`config.mk`:
```
export PLATFORM = sky130hd
export DESIGN_NAME = cld_top
export DESIGN_NICKNAME = d
export VERILOG_FILES = /design/src/cld_pkg.sv /design/src/cld_deser.sv /design/src/cld_top.sv
export SDC_FILE = /design/constraint.sdc
export NUM_CORES = 1
export LEC_CHECK = 0
export BUFFER_PORTS_ARGS = -buffer_cell sky130_fd_sc_hd__buf_2
export CAP_MARGIN = 20
export CORE_MARGIN = 2
export CORE_UTILIZATION = 35
export CTS_BUF_LIST = sky130_fd_sc_hd__clkbuf_16
export DETAILED_ROUTE_END_ITERATION = 10
export PLACE_DENSITY_LB_ADDON = 0.05
export SLEW_MARGIN = 30
export SYNTH_ARGS = -nofsm -noshare
export SYNTH_HDL_FRONTEND = slang
export SYNTH_SLANG_ARGS = --single-unit
```
`constraint.sdc`:
```
create_clock -name clk -period 3.92 [get_ports clk]
set_clock_uncertainty 0.2 [all_clocks]
set_input_delay 0.588 -clock clk [delete_from_list [all_inputs] [get_ports clk]]
set_output_delay 0.588 -clock clk [all_outputs]
set_load 0.03 [all_outputs]
```
`src/cld_pkg.sv`:
```
/*
 * Constants and carrier types for the receive lock controller
 * and deserializer.
 * Assumes one 100 MHz reference clock; no register bus.
 */
// Overview of operation
// - Start in reference tracking after every reset.
// - Phase detector only on while tracking data.
// - Auto mode enters data tracking when ready.
// - Entry needs recovered clock within ppm threshold.
// - PIPE mode: signal detect gates entry, forces exit.
// - Auto mode exits on any exit condition.
// - Auto lock flag follows state switches.
// - Manual mode: two user levels set state.
// - Manual lock flag high exactly in data tracking.
// - No manual inputs enabled means automatic mode.
// - Signal present when level exceeds threshold.
// - Detection unsupported: signal present held high.
// - Fast clock feeds deserializer, word strobe PCS.
// - Words are 8 or 10 bits wide.
// - First serial bit lands in word LSB.
// - Two bits per half-rate clock, both edges.
package cld_pkg;

    // Bits taken per clock: one per recovered-clock edge
    localparam int          BITS_PER_CLK = 2;
    localparam int          WORD_W8      = 8;
    localparam int          WORD_W10     = 10;

    // Frequency check window in reference cycles
    localparam int          PPM_WIN_CYC  = 1024;
    localparam int          PPM_CNT_W    = 12;
    localparam logic [11:0] PPM_WIN_CNT  = 12'h400;
    localparam logic [11:0] PPM_CNT_RST  = 12'h000;

    // Signal detect hysteresis, steady cycles counted before the switching one
    localparam logic [2:0]  SD_FILT_CNT  = 3'h4;
    localparam logic [2:0]  SD_CNT_RST   = 3'h0;

    // Tracking states, Gray coded
    typedef enum logic [1:0] {
        CLD_REF  = 2'b00,   // Reference tracking
        CLD_DATA = 2'b01    // Data tracking
    } cld_state_t;

    // Static configuration
    typedef struct packed {
        logic       manual_en;  // Manual control inputs enabled
        logic       pipe_mode;  // PIPE protocol mode
        logic       enc_en;     // 8B/10B coding enabled
        logic       width10;    // 10-bit words, else 8
        logic [7:0] ppm_thresh; // Allowed tick difference
    } cld_cfg_t;

    // Manual lock controls from user logic
    typedef struct packed {
        logic to_ref;   // Force reference tracking
        logic to_data;  // Request data tracking
    } cld_manual_t;

    // Parallel word to the coding sublayer
    typedef struct packed {
        logic [9:0] data;   // Word, LSB first received
        logic       valid;  // Word strobe, one cycle
    } cld_word_t;

endpackage

```
`src/cld_deser.sv`:
```
/*
 * Serial to parallel converter taking two bits per clock.
 * Assumes the caller holds run low while data is ignored.
 */
`timescale 1ns/1ps
`default_nettype none
module cld_deser #(
    parameter int MAXW = cld_pkg::WORD_W10  // Widest word
) (
    input  wire logic              clk,     // Half-rate clock
    input  wire logic              rst_n,   // Async reset
    input  wire logic              run,     // Capture enable
    input  wire logic              width10, // 10-bit words
    input  wire logic [1:0]        bits,    // bit0 arrives first
    output var cld_pkg::cld_word_t word_o   // Word and strobe
);
    // Refuse widths the fill logic cannot serve
    if (MAXW != cld_pkg::WORD_W10) begin : g_bad
        $error("cld_deser supports MAXW of 10 only");
    end

    logic [MAXW-1:0] sh_r;       // Partial word
    logic [MAXW-1:0] sh_nxt;     // Next partial word
    logic [3:0]      pos_r;      // Next fill position
    logic [3:0]      pos_nxt;    // Fill position next
    logic [3:0]      wlen;       // Current word length
    logic            last;       // This pair ends the word
    cld_pkg::cld_word_t word_r;  // Registered output

    assign wlen = width10 ? 4'(cld_pkg::WORD_W10)
                          : 4'(cld_pkg::WORD_W8);
    assign last = (pos_r + 4'(cld_pkg::BITS_PER_CLK)) == wlen;
    assign pos_nxt = last ? 4'h0
                   : pos_r + 4'(cld_pkg::BITS_PER_CLK);

    // Place each bit at its slot, filling toward MSB
    for (genvar i = 0; i < MAXW; i++) begin : g_fill
        assign sh_nxt[i] = (4'(i) == pos_r)        ? bits[0]
                         : (4'(i) == pos_r + 4'h1) ? bits[1]
                         : sh_r[i];
    end

    // Shift in, strobe the finished word
    always_ff @(posedge clk or negedge rst_n) begin
        if (!rst_n) begin
            sh_r   <= '0;
            pos_r  <= 4'h0;
            word_r <= '0;
        end else if (!run) begin
            pos_r        <= 4'h0;
            word_r.valid <= 1'b0;
        end else begin
            sh_r         <= last ? '0 : sh_nxt;
            pos_r        <= pos_nxt;
            word_r.valid <= last;
            if (last) begin
                word_r.data <= width10 ? sh_nxt
                             : {2'b00, sh_nxt[7:0]};
            end
        end
    end

    assign word_o = word_r;
endmodule
`default_nettype wire

```
`src/cld_top.sv`:
```
/*
 * Receive lock controller with frequency check, signal
 * detect filter and deserializer.
 * Assumes clk is the reference clock, and rec_tick marks
 * one recovered-clock cycle, synchronous to clk.
 */
`timescale 1ns/1ps
`default_nettype none
module cld_top #(
    parameter int PPM_WIN = cld_pkg::PPM_WIN_CYC // Window
) (
    input  wire logic               clk,       // 100 MHz
    input  wire logic               rst_n,     // Async reset
    input  wire cld_pkg::cld_cfg_t  cfg,       // Config
    input  wire cld_pkg::cld_manual_t man,     // Manual ctl
    input  wire logic               rec_tick,  // Recovered clk
    input  wire logic               level_hi,  // Above thresh
    input  wire logic [1:0]         rx_bits,   // Serial pair
    output logic                    freq_locked, // Lock flag
    output logic                    pd_en,     // Phase det on
    output logic                    sig_present, // Signal seen
    output var cld_pkg::cld_state_t state_o,   // Track state
    output var cld_pkg::cld_word_t  rx_word    // Parallel word
);
    // Window must fit the counters
    if (PPM_WIN < 16 || PPM_WIN > 2047) begin : g_bad
        $error("cld_top PPM_WIN out of range");
    end

    localparam logic [11:0] WIN_END = 12'(PPM_WIN - 1);
    localparam logic [11:0] WIN_EXP = 12'(PPM_WIN);

    // ---------------------------------------------------
    // Frequency check
    // ---------------------------------------------------

    logic [11:0] win_r;      // Reference cycle count
    logic [11:0] tick_r;     // Recovered tick count
    logic [11:0] tick_fin;   // Ticks incl. this cycle
    logic [11:0] diff;       // Absolute difference
    logic        win_done;   // Window ends now
    logic        ppm_ok_r;   // Within threshold

    assign win_done = (win_r == WIN_END);

    // Include the tick of the closing cycle
    assign tick_fin = tick_r + {11'h000, rec_tick};

    // Magnitude of the frequency error
    assign diff = (tick_fin >= WIN_EXP) ? tick_fin - WIN_EXP
                                        : WIN_EXP - tick_fin;

    // Count one window, then judge
    always_ff @(posedge clk or negedge rst_n) begin
        if (!rst_n) begin
            win_r    <= cld_pkg::PPM_CNT_RST;
            tick_r   <= cld_pkg::PPM_CNT_RST;
            ppm_ok_r <= 1'b0;
        end else if (win_done) begin
            win_r    <= cld_pkg::PPM_CNT_RST;
            tick_r   <= cld_pkg::PPM_CNT_RST;
            // Judged against the configured limit
            ppm_ok_r <= diff <= {4'h0, cfg.ppm_thresh};
        end else begin
            win_r  <= win_r + 12'h001;
            tick_r <= tick_fin;
        end
    end

    // ---------------------------------------------------
    // Signal detect with hysteresis
    // ---------------------------------------------------

    logic [2:0] sd_cnt_r;    // Steady-level counter
    logic       sd_r;        // Filtered detect
    logic       sd_flip;     // Level differs from detect
    logic       sd_settled;  // Level held long enough

    assign sd_flip    = (level_hi != sd_r);
    assign sd_settled = (sd_cnt_r == cld_pkg::SD_FILT_CNT);

    // Change only after a steady run, ignores ringing
    always_ff @(posedge clk or negedge rst_n) begin
        if (!rst_n) begin
            sd_cnt_r <= cld_pkg::SD_CNT_RST;
            sd_r     <= 1'b0;
        end else if (!sd_flip) begin
            sd_cnt_r <= cld_pkg::SD_CNT_RST;
        end else if (sd_settled) begin
            sd_r     <= level_hi;
            sd_cnt_r <= cld_pkg::SD_CNT_RST;
        end else begin
            sd_cnt_r <= sd_cnt_r + 3'h1;
        end
    end

    logic sig_present_nxt;   // Detect or bypass
    logic sig_present_r;     // Registered output

    // Without 8B/10B the detector is bypassed high
    assign sig_present_nxt = cfg.enc_en ? sd_r
                                        : 1'b1;

    always_ff @(posedge clk or negedge rst_n) begin
        if (!rst_n) begin
            sig_present_r <= 1'b0;
        end else begin
            sig_present_r <= sig_present_nxt;
        end
    end

    // ---------------------------------------------------
    // Tracking state controller
    // ---------------------------------------------------

    logic                auto_mode;  // Automatic lock
    logic                sd_gate;    // Detect in PIPE only
    logic                enter_ok;   // Entry conditions
    logic                exit_req;   // Any exit condition
    logic                man_data;   // Manual selection
    cld_pkg::cld_state_t state_r;    // Current state
    cld_pkg::cld_state_t auto_nxt;   // Automatic choice
    cld_pkg::cld_state_t state_nxt;  // Next state

    // Automatic unless manual ports are enabled
    assign auto_mode = !cfg.manual_en;

    // Detector matters only in PIPE mode
    assign sd_gate  = !cfg.pipe_mode || sig_present_r;

    // All entry conditions together
    assign enter_ok = ppm_ok_r && sd_gate;

    // Any exit condition alone
    assign exit_req = !ppm_ok_r || !sd_gate;

    // Reference control takes priority
    assign man_data = !man.to_ref && man.to_data;

    // Decodes a state value as data tracking
    function automatic logic is_data(input cld_pkg::cld_state_t s);
        return s == cld_pkg::CLD_DATA;
    endfunction

    // Automatic transition choice
    always_comb begin
        case (state_r)
            cld_pkg::CLD_REF: begin
                auto_nxt = enter_ok ? cld_pkg::CLD_DATA
                                    : cld_pkg::CLD_REF;
            end
            cld_pkg::CLD_DATA: begin
                auto_nxt = exit_req ? cld_pkg::CLD_REF
                                    : cld_pkg::CLD_DATA;
            end
            default: begin
                auto_nxt = cld_pkg::CLD_REF;
            end
        endcase
    end

    // Manual mode ignores the detectors entirely
    assign state_nxt = auto_mode ? auto_nxt
                     : man_data  ? cld_pkg::CLD_DATA
                                 : cld_pkg::CLD_REF;

    logic freq_locked_r;  // Lock indication
    logic pd_en_r;        // Phase detector enable
    logic nxt_data;       // Next state is data tracking

    // One decode shared by both indications
    assign nxt_data = is_data(state_nxt);

    // State and its indications move together
    always_ff @(posedge clk or negedge rst_n) begin
        if (!rst_n) begin
            state_r       <= cld_pkg::CLD_REF;
            freq_locked_r <= 1'b0;
            pd_en_r       <= 1'b0;
        end else begin
            state_r       <= state_nxt;
            // Rises on entry, falls on exit
            freq_locked_r <= nxt_data;
            pd_en_r       <= nxt_data;
        end
    end

    // ---------------------------------------------------
    // Deserializer
    // ---------------------------------------------------

    logic run_deser;  // Data used only when tracking it

    assign run_deser = is_data(state_r);

    // Word strobe stands in for the slow recovered clock
    cld_deser #(
        .MAXW    (cld_pkg::WORD_W10)
    ) u_deser (
        .clk     (clk),
        .rst_n   (rst_n),
        .run     (run_deser),
        .width10 (cfg.width10),
        .bits    (rx_bits),
        .word_o  (rx_word)
    );

    // Outputs straight from flip-flops
    assign freq_locked = freq_locked_r;
    assign pd_en       = pd_en_r;
    assign sig_present = sig_present_r;
    assign state_o     = state_r;
endmodule
`default_nettype wire

```
# Word level (Yosys, flattened, before mapping)
# Index checks and enable logic that the tools add are counted.
# Widths: inputs -> output; s select.
dict set report classes {
  addsub 7
  n_lt_le_gt_ge 2
  eq_ne 24
  mux 37
  reduce_logical 13
}
# cell n
set op_table {}
lappend op_table {{$mux 12} 3}
lappend op_table {{$eq 3x4->1 const A} 8}
lappend op_table {{$mux 1} 25}
lappend op_table {{$mux 10} 2}
lappend op_table {{$eq 2x4->1 const A} 4}
lappend op_table {{$eq 4x4->1 const A} 4}
lappend op_table {{$add 12x1->12} 1}
lappend op_table {{$add 12x1->12 const B} 1}
lappend op_table {{$eq 12x10->1 const B} 1}
lappend op_table {{$ge 12x11->1 const B} 1}
lappend op_table {{$le 12x8->1} 1}
lappend op_table {{$sub 11x12->12 const A} 1}
lappend op_table {{$sub 12x11->12 const B} 1}
lappend op_table {{$eq 1x4->1 const A} 2}
lappend op_table {{$logic_not 4->1} 2}
lappend op_table {{$mux 4} 2}
lappend op_table {{$mux 3} 2}
lappend op_table {{$add 4x1->4 const B} 1}
lappend op_table {{$add 4x2->4 const B} 1}
lappend op_table {{$eq 2x1->1 const B} 2}
lappend op_table {{$eq 4x4->1} 1}
lappend op_table {{$logic_not 1->1} 4}
lappend op_table {{$mux 2} 2}
lappend op_table {{$reduce_and 2->1} 2}
lappend op_table {{other kinds (7)} 9}
dict set report totals {
  reg_bits 58
  in_bits 20
  output_inout_bits 16
}

# Depth between registers and ports, before layout
# Gate-level depths: netlist (run 1).
dict set report depth {
  word_depth 8
  depth_mapped 17
  mapped_depth_nobuf 17
}

# By module
# From an unflattened synthesis (run 1), not the netlist that was laid out.
dict set report unflattened {
  hier_cells 338
  hier_area_um2 3348.2
}
# module n_inst cells_per_inst area_each_um2 seq_area_each_um2
set by_module_without_submodules {}
lappend by_module_without_submodules {cld_top 1 243 2182.1 775.7}
lappend by_module_without_submodules {cld_deser 1 95 1166.1 600.6}

# Worst setup path before layout (run 1)
# No wires, ideal clock.
dict set report synth_path {
  path_type {input port to flip-flop}
  startpoint {in rec_tick}
  endpoint {reg ppm_ok_r}
  setup_time_ps 77
  arrival_ps 3805
  required_time_ps 3643
  path_slack_ps -163
  path_stages 16
  cell_sequence {ha_1 ha_1 or3_1 a211o_1 a211oi_1 and4_2 a21o_2 mux2_2 ha_1 nor2b_1 o21a_1 o21ai_0 a21oi_1 o21ai_0 o2111ai_1 a21oi_1}
}
dict set report synth_via {
  elab_chain_len 4
  word_cells_on_any_way 6
}
# item line_no
set synth_lines {}
lappend synth_lines {{start, declared} cld_top.sv:16} ;# input wire logic rec_tick,
lappend synth_lines {{$add 12x1->12 *} cld_top.sv:47} ;# assign tick_fin = tick_r + {11'h000, rec_tick};
lappend synth_lines {{$sub 11x12->12, or another cell as far along} cld_top.sv:51} ;# : WIN_EXP - tick_fin;
lappend synth_lines {{$mux 12 *} cld_top.sv:50} ;# assign diff = (tick_fin >= WIN_EXP) ? tick_fin - WIN_EXP
lappend synth_lines {{$le 12x8->1 *} cld_top.sv:63} ;# ppm_ok_r <= diff <= {4'h0, cfg.ppm_thresh};
lappend synth_lines {{end signal, assigned} cld_top.sv:63}
lappend synth_lines {{end, declared} cld_top.sv:42} ;# logic ppm_ok_r;
# Mark *: on every way between the ends. The rest lies on a longest branch, timed or not.
# A chain may end at the register's enable or synchronous reset.

# Worst setup path after layout (run 1)
# Same ends and word-level chain as after synthesis.

==> run metrics, run 1 <==
Layout Nets between 400 and 500; worst hold path type in -> async; PwrDens about 610 nW/um^2; DP Worst Slack -0.276 ns; Tcrit/Tclk final 94.7%; DP Wirelength 4650 um; Netlist Area Pre-Place 3110 um^2; CP endpoint kind flip-flop; Worst slew margin between 50% and 60%; die area 9670 um^2; GRT overflow 0; Via density 4.80; CP cell instances buf_2, ha_4, ha_4, or3_1, a211o_1, a211oi_2, and4_4, a21o_4, mux2_4, ha_4, nor2b_1, o21a_1, o21ai_1, a21oi_2, o21ai_2, o2111ai_1, a21oi_1; Die Width 98.3 um; top-area cell type share of the netlist area 44.2%; CTS Buf Count 5; Critical Path Max Stage Delay 0.36 ns; Non-Filler Instances 485; dominant cell type by area after synthesis dfrtp_1; Hold Buf Count CTS 0; final setup violation count 0; Clock Sinks 55; die height 98.3 um; most frequent CP cell ha_4; Final Hold Fails 0; Cell variety after synth 47; DRC Markers 0; post-route minimum period 3.71 ns; worst-case clock buffer depth 2; Final Worst Setup Slack roughly 0.21 ns; max-cap viol count 0; Pleak 1.86 nW; hold_ws 0.120 ns; Async S/R FF share, synth between 90% and 100%; worst skew pair latency about 0.29 ns; synth top area cells dfrtp_1 (44%), ha_1 (7.2%), xnor2_1 (5.3%); critical path class in -> reg; Crit. Startpoint rec_tick; largest net degree at the start of global routing 30; Synth top cells by count dfrtp_1 (55), nor2_1 (43), nand2_1 (22), inv_1 (19), xnor2_1 (19); CP max FO 5; Routed Antenna Nets 0; Synth Register Bits 55; # placed instances 477; Worst Path Buf+Inv 1; worst slew pin tran 0.641 ns; Startpoint Class primary input; EDFF count, synth 0; Root Driver clkbuf_16; area grow syn2layout 22.0%; Total Routed Length 6190 um; Slowest-stage cell, CP or3_1; Total Routing Usage GR 13.6%; most frequent cell after synthesis dfrtp_1; n_diodes 0; ratio of cells with drive above 1 in the final layout about a quarter; Worst-path clk slew 0.07 ns; vias in the first global route 2315; antenna violations before repair 0; CTS tree yes; status finished, final reports clean; Critical Path RT 3.93 ns; initial cell density of the core 35.9%; Max Fclk around 0.27 GHz; final core occ between 40% and 50%; FF-to-FF Start tick_r[0]; synthesized area per cell 9.67 um^2; port bufs 34; DR iter-0 viols between 100 and 150; syn_nets 360; TritonRoute pass-1 iters 4; critical path arrival 3.73 ns; H-tree levels 2; peak supply drop 0.278 mV; DR WL/cell 12.8 um; first-pass GRT wire length about 11000 um; GP Congestion 0.797; Top Family by Delay on Critical Path compound AO/OA/AOI/OAI gates; YS warnings 0; Vias 2327; Slew Viols, Final 0; FP Rows 34; core area 8680 um^2; Synth Flop Type dfrtp_1; Mapped Cells around 320; sequential area share after synthesis around 44%; Pwr Total approximately 2.3 mW; I/O pin count 36
-- final cells by class --
type                       count  area (um^2)
fill                         875         4880
tap                          108          135
clock buffer                   5          125
clock inverter                 3         16.3
multi-input combinational    235         1710
inverter                      19         71.3
sequential                    55         1380
timing repair buffer          60          369
-- per-layer routing --
metal	up-vias	GRT usage, %	routed length (um)
li1	1199	-	-
met1	1092	17.7	2970
met2	32	22.9	2990
met3	4	2.58	171
met4	0	4.00	57
met5	-	0	0
-- per-stage QoR --
step	setup TNS, ns	cell area, um^2
2_1_floorplan	0	3150
3_3_place_gp	-0.252	3570
3_5_place_dp	-0.276	3570
4_1_cts	0	3720
5_1_grt	-0.00435	3800
6_report	0	3800
-- placed cells by master (no fill, tap or decap), types with 2 or more instances in the layout --
| master | synthesis | routed |
|---|---|---|
| and2_1 | 3 | 3 |
| dfrtp_1 | 55 | 55 |
| xor2_1 | 9 | 9 |
| buf_2 | 0 | 34 |
| ha_2 | 0 | 2 |
| mux2_2 | 12 | 11 |
| nand3_1 | 14 | 14 |
| nor3b_1 | 4 | 3 |
| o21ai_0 | 16 | 14 |
| nand3b_1 | 2 | 2 |
| nand4_1 | 4 | 4 |
| xnor2_1 | 19 | 17 |
| mux2i_1 | 11 | 11 |
| a21oi_1 | 10 | 9 |
| buf_4 | 3 | 25 |
| inv_1 | 19 | 20 |
| ha_4 | 0 | 3 |
| nand2_1 | 22 | 22 |
| and3_1 | 7 | 7 |
| xnor2_2 | 0 | 2 |
| nor2b_1 | 4 | 4 |
| nor2_1 | 43 | 43 |
| clkbuf_16 | 0 | 5 |
| nor3_1 | 5 | 4 |
| and4_4 | 1 | 3 |
| nand2b_1 | 5 | 5 |
| a21o_1 | 3 | 3 |
| ha_1 | 18 | 13 |
-- state kept, by name, summed over array words and instances (netlist names) --
name,flops
u_deser.pos_r,3
u_deser.word_o,11
u_deser.sh_r,10
pd_en,1
win_r,12
sig_present,1
sd_cnt_r,3
sd_r,1
ppm_ok_r,1
tick_r,12
-- worst paths after layout --
check,cells after the start,to,slack (ns)
worst max-delay path,17,ppm_ok_r,0.21
worst min-delay path,1,u_deser.word_o[1],0.12
worst max register to register,16,ppm_ok_r,0.21
worst min register to register,2,u_deser.word_o[1],0.27
max in group asynchronous,2,win_r[5],2.61
min in group clk,2,sig_present,0.26
-- logic make-up after synthesis --
group           share of synthesized area (%)
compound gates                           8.48
buf+inv                                  4.74
xor+xnor                                 7.87
other cells                             0.120
mux                                      7.87
simple gates                             19.5
fa+ha+maj                                7.23
flops                                    44.2
-- report_power, final --
part           internal, mW  leakage, nW  switching (mW)
registers             0.721        0.698           0.141
logic                 0.507         1.09           0.540
clock network         0.234       0.0726           0.193
total                  1.46         1.86           0.874
-- what timing repair did --
item	in CTS	in global routing
buffers inserted	0	0
resized for setup	1	18
endpoints found under the setup margin	1	1
pin swaps	0	14
Note: power is estimated with default switching activity, not from simulation.
==> run 2, diff against run 1 <==
PLACE_DENSITY_LB_ADDON = unset   (was 0.05)
==> run 2 against run 1 <==
Net effect: total power up 0.38%; utilization decreased by 0.16 points; combinational power about the same; die area stayed put; first-iteration DRC count fell by 53%; sequential cell count unchanged; critical path type unchanged; critical endpoint unchanged; highest routed layer unchanged.
==> run metrics, run 2 (synthesis gave the netlist of run 1 again) <==
Worst-path clk slew about 0.07 ns; FP Rows 34; Root Driver clkbuf_16; die height 98.3 um; vias in the first global route 2283; GP Congestion 0.931; post-route minimum period 3.75 ns; GRT overflow 0; Pleak around 1.8 nW; Total Routing Usage GR 12.8%; DR WL/cell 12.3 um; TritonRoute pass-1 iters 4; CP endpoint kind flip-flop; PwrDens 619 nW/um^2; critical path arrival 3.77 ns; Max Fclk between 0.2 and 0.3 GHz; CTS tree yes; DR iter-0 viols 62; power share of the combinational group 44.3%; worst slew pin tran 0.735 ns; antenna violations before repair 0; Hold Buf Count CTS 0; most frequent cells in the layout dfrtp_1 (55), nor2_1 (43), buf_2 (34); Vias 2331; Slew Viols, Final 0; core area 8680 um^2; Reg2Reg Depth 16; peak supply drop 0.301 mV; hold_ws 0.152 ns; ratio of cells with drive above 1 in the final layout 26.3%; internal power between 1 and 1.5 mW; largest net degree at the start of global routing 34; Total Routed Length 5980 um; first-pass GRT wire length 10300 um; Startpoint Class primary input; Worst slew margin 51.0%; CP max FO 5; H-tree levels 2; n_diodes 0; Clock Sinks 55; Critical Path RT 3.94 ns; DP Wirelength 4510 um; port bufs 34; most common cell after layout, fill and taps aside dfrtp_1; worst skew pair latency roughly 0.29 ns; Tcrit/Tclk final 95.7%; max-cap viol count 0; initial cell density of the core between 30% and 40%; setup TNS 0 ns; area grow syn2layout 21.6%; clock power share between 10% and 20%; Final Hold Fails 0; final setup violation count 0; RSZ-0062 raised after global routing no; Layout Nets 417; Routed Antenna Nets 0; die area 9670 um^2; worst hold path type in -> async; CTS Buf Count 5; worst-case clock buffer depth 2; I/O pin count 36; Via density 4.78; Flop pwr share 36.7%; status finished, final reports clean; critical path class in -> reg; sw frac 37.5%; DRC Markers 0; Die Width 98.3 um; Switch Pwr 878 uW
-- run 2: changes by cell type in the layout (fill, tap and decap cells not counted), sizes merged --
cell	previous run	this run
buf	60	63
-- run 2: what timing repair did --
item                                    CTS  global route
resized for setup                         0             9
hold endpoints to repair                  0             0
setup buffers                             0             1
endpoints found under the setup margin    0             1
-- run 2: routing by layer --
metal	part of all wire [%]	up-vias	global-route usage (%)	routed length, um
met1	48	1077	17.0	2900
li1	-	1212	-	-
met3	3.7	9	3.01	220
met4	1.5	0	3.79	91
met5	0	-	0	0
met2	46	33	21.0	2770
-- run 2: worst paths after layout --
| check | start | end | slack, ns |
|---|---|---|---|
| hold reg to reg | u_deser.word_o[10] | u_deser.word_o[10] | 0.27 |
| max in group asynchronous | rst_n | win_r[7] | 2.57 |
| min in group clk | cfg[9] | sig_present | 0.26 |
| hold / removal | rst_n | u_deser.word_o[10] | 0.15 |
| setup reg to reg | tick_r[0] | ppm_ok_r | 0.18 |
| setup / recovery | rec_tick | ppm_ok_r | 0.17 |
-- run 2: worst max-delay path, stage by stage --
cell       delay, ns
buf_2           0.12
ha_4            0.16
ha_4            0.16
or3_1           0.36
a211o_1         0.33
a211oi_2        0.18
and4_4          0.25
a21o_4          0.13
mux2_2          0.35
ha_4            0.22
nor2b_1         0.12
o21a_1          0.17
o21ai_2         0.10
a21oi_1         0.08
o21ai_1         0.15
o2111ai_1       0.12
a21oi_1         0.18
-- run 2: final cells by class --
cell class | count | area [um^2]
fillers | 865 | 4890
multi-input cells | 235 | 1670
flip-flops and latches | 55 | 1380
repair buffers | 63 | 388
well taps | 108 | 135
clock buffers | 5 | 125
inverters | 19 | 71.3
clock inverters | 3 | 22.5
-- run 2: power groups by stage --
| stage | sequential (mW) | clock [mW] | combinational (mW) |
|---|---|---|---|
| final | 0.861 | 0.444 | 1.04 |
| after global routing | 0.887 | 0.479 | 1.18 |
| after CTS | 0.860 | 0.464 | 1.02 |
| after detailed placement | 0.872 | 0 | 1.01 |
| after global placement | 0.864 | 0 | 1.00 |
| after floorplan | 0.910 | 0 | 0.684 |
-- run 2: stage by stage --
stage | util (%) | power [mW] | worst slack, ns | cells | area, um^2
3_5_place_dp | 41.4 | 1.89 | -0.288 | 479 | 3590
5_1_grt | 43.6 | 2.55 | 0.0258 | 488 | 3790
6_report | 43.6 | 2.34 | 0.169 | 488 | 3790
3_3_place_gp | 41.4 | 1.86 | -0.192 | 479 | 3590
2_1_floorplan | - | 1.59 | 0.0423 | 322 | 3150
4_1_cts | 43.1 | 2.34 | 0.00914 | 487 | 3740
==> run 3, diff against run 2 <==
CORE_UTILIZATION = 25   (was 35)
PLACE_DENSITY = 0.51   (was unset)
==> run 3 against run 2 <==
Net effect: die area rose by 38%; clock power rose by 26%; highest routed layer unchanged; utilization is 11 points lower; total power rose by 4.7%; sequential power barely moved; critical endpoint unchanged.
==> run metrics, run 3 (synthesis gave the netlist of run 1 again) <==
Vias 2359; Total Routing Usage GR 10.3%; Flop pwr share a little over a third; ratio of cells with drive above 1 in the final layout between 20% and 30%; first-pass GRT wire length around 11000 um; Layout Nets 415; max-cap viol count 0; port bufs 34; GP Congestion 0.800; most common cell after layout, fill and taps aside dfrtp_1; I/O pin count 36; status finished, final reports clean; Switch Pwr 871 uW; CTS Buf Count 5; Routed Antenna Nets 0; area grow syn2layout 24.9%; FF-to-FF Start tick_r[0]; DRC Markers 0; Slew Viols, Final 0; DP Wirelength 4850 um; internal power 1.58 mW; CP max FO 4; GRT overflow 0; CP endpoint kind flip-flop; Die Width 116 um; initial cell density of the core 25.8%; Worst slew margin 50.0%; worst-case clock buffer depth 2; Via density between 4 and 5; FP Rows 40; H-tree levels 2; Root Driver clkbuf_16; Pleak 1.87 nW; die height roughly 120 um; Clock Sinks 55; largest net degree at the start of global routing 33; # placed instances 536; n_diodes 0; Startpoint Class primary input; die area about 13000 um^2; worst skew pair latency 0.29 ns; DR WL/cell 11.7 um; PwrDens 631 nW/um^2; Non-Filler Instances 546; critical path arrival 3.75 ns; DR iter-0 viols 101; # fillers 1256; most frequent cells in the layout dfrtp_1 (55), nor2_1 (43), buf_2 (34); Critical Path RT 3.93 ns; worst slew pin tran 0.750 ns; CTS tree yes; Max Fclk 0.267 GHz; reg2reg end ppm_ok_r; final setup violation count 0; Hold Buf Count CTS 0; core area 12100 um^2; post-route minimum period 3.74 ns; critical path class in -> reg; reg2reg setup slack 0.19 ns; worst hold path type in -> async; sw frac 35.5%; Tcrit/Tclk final about 95%; Pwr Total 2.45 mW; clock power share 22.8%; vias in the first global route roughly 2300; TritonRoute pass-1 iters 7; Worst-path clk slew approximately 0.07 ns; power share of the combinational group 42.1%; Reg2Reg Depth 16; Final Hold Fails 0; antenna violations before repair 0; Total Routed Length 6390 um; peak supply drop 0.306 mV
## run 3: worst max-delay path by stage
| stage | from | to | slack, ns | cells past startpoint |
|---|---|---|---|---|
| after floorplan | rec_tick | ppm_ok_r | 0.04 | 16 |
| after global placement | rec_tick | ppm_ok_r | -0.20 | 17 |
| after detailed placement | rec_tick | ppm_ok_r | -0.26 | 17 |
| after CTS | rec_tick | ppm_ok_r | 0.03 | 17 |
| after global routing | rec_tick | ppm_ok_r | -0.001 | 18 |
| final | rec_tick | ppm_ok_r | 0.18 | 17 |
## run 3: layout make-up
| class | count | area (um^2) | share of cell area (%) |
|---|---|---|---|
| clock inverters | 3 | 63.8 | 1.64 |
| repair buffers | 61 | 373 | 9.58 |
| flip-flops and latches | 55 | 1380 | 35.4 |
| well taps | 168 | 210 | 5.40 |
| multi-input cells | 235 | 1670 | 43.0 |
| clock buffers | 5 | 125 | 3.22 |
| inverters | 19 | 71.3 | 1.83 |
## run 3: worst max-delay path, stage by stage
cell and delay [ns]:
buf_2 0.11, ha_4 0.17, ha_4 0.16, or3_1 0.36
a211o_1 0.34, a211oi_2 0.18, and4_4 0.25, a21o_4 0.14
mux2_4 0.31, ha_4 0.21, nor2b_1 0.12, o21a_1 0.17
o21ai_1 0.12, a21oi_1 0.08, o21ai_1 0.15, o2111ai_1 0.13
a21oi_1 0.17
## run 3: timing repair
| item | in CTS | in global routing |
|---|---|---|
| buffers inserted | 0 | 2 |
| gates resized for setup | 0 | 9 |
| setup endpoints to repair | 0 | 1 |
## run 3: per-layer routing
layer	vias to the layer above	wire, um	global-route usage (%)
met5	-	0	0
met2	42	2910	16.6
li1	1195	-	-
met1	1118	3220	14.4
met4	0	47	2.62
met3	4	215	1.78
## run 3: power groups by stage
stage,registers [mW],logic (mW),clock network [mW]
finish,0.861,1.03,0.560
global route,0.885,1.19,0.607
CTS,0.861,1.02,0.575
detailed placement,0.872,1.01,0
global placement,0.866,1.00,0
floorplan,0.910,0.684,0
## run 3: through the flow
step / cell area (um^2) / TNS, ns / hold WS, ns / utilization [%] / worst slack, ns
3_3_place_gp: 3640 / -0.204 / 0.257 / 30.2 / -0.204
3_5_place_dp: 3640 / -0.260 / 0.265 / 30.2 / -0.260
5_1_grt: 3890 / -0.00148 / 0.220 / 32.3 / -0.00148
4_1_cts: 3830 / 0 / 0.187 / 31.8 / 0.0314
2_1_floorplan: 3150 / 0 / 0.0924 / - / 0.0423
6_report: 3890 / 0 / 0.163 / 32.3 / 0.181
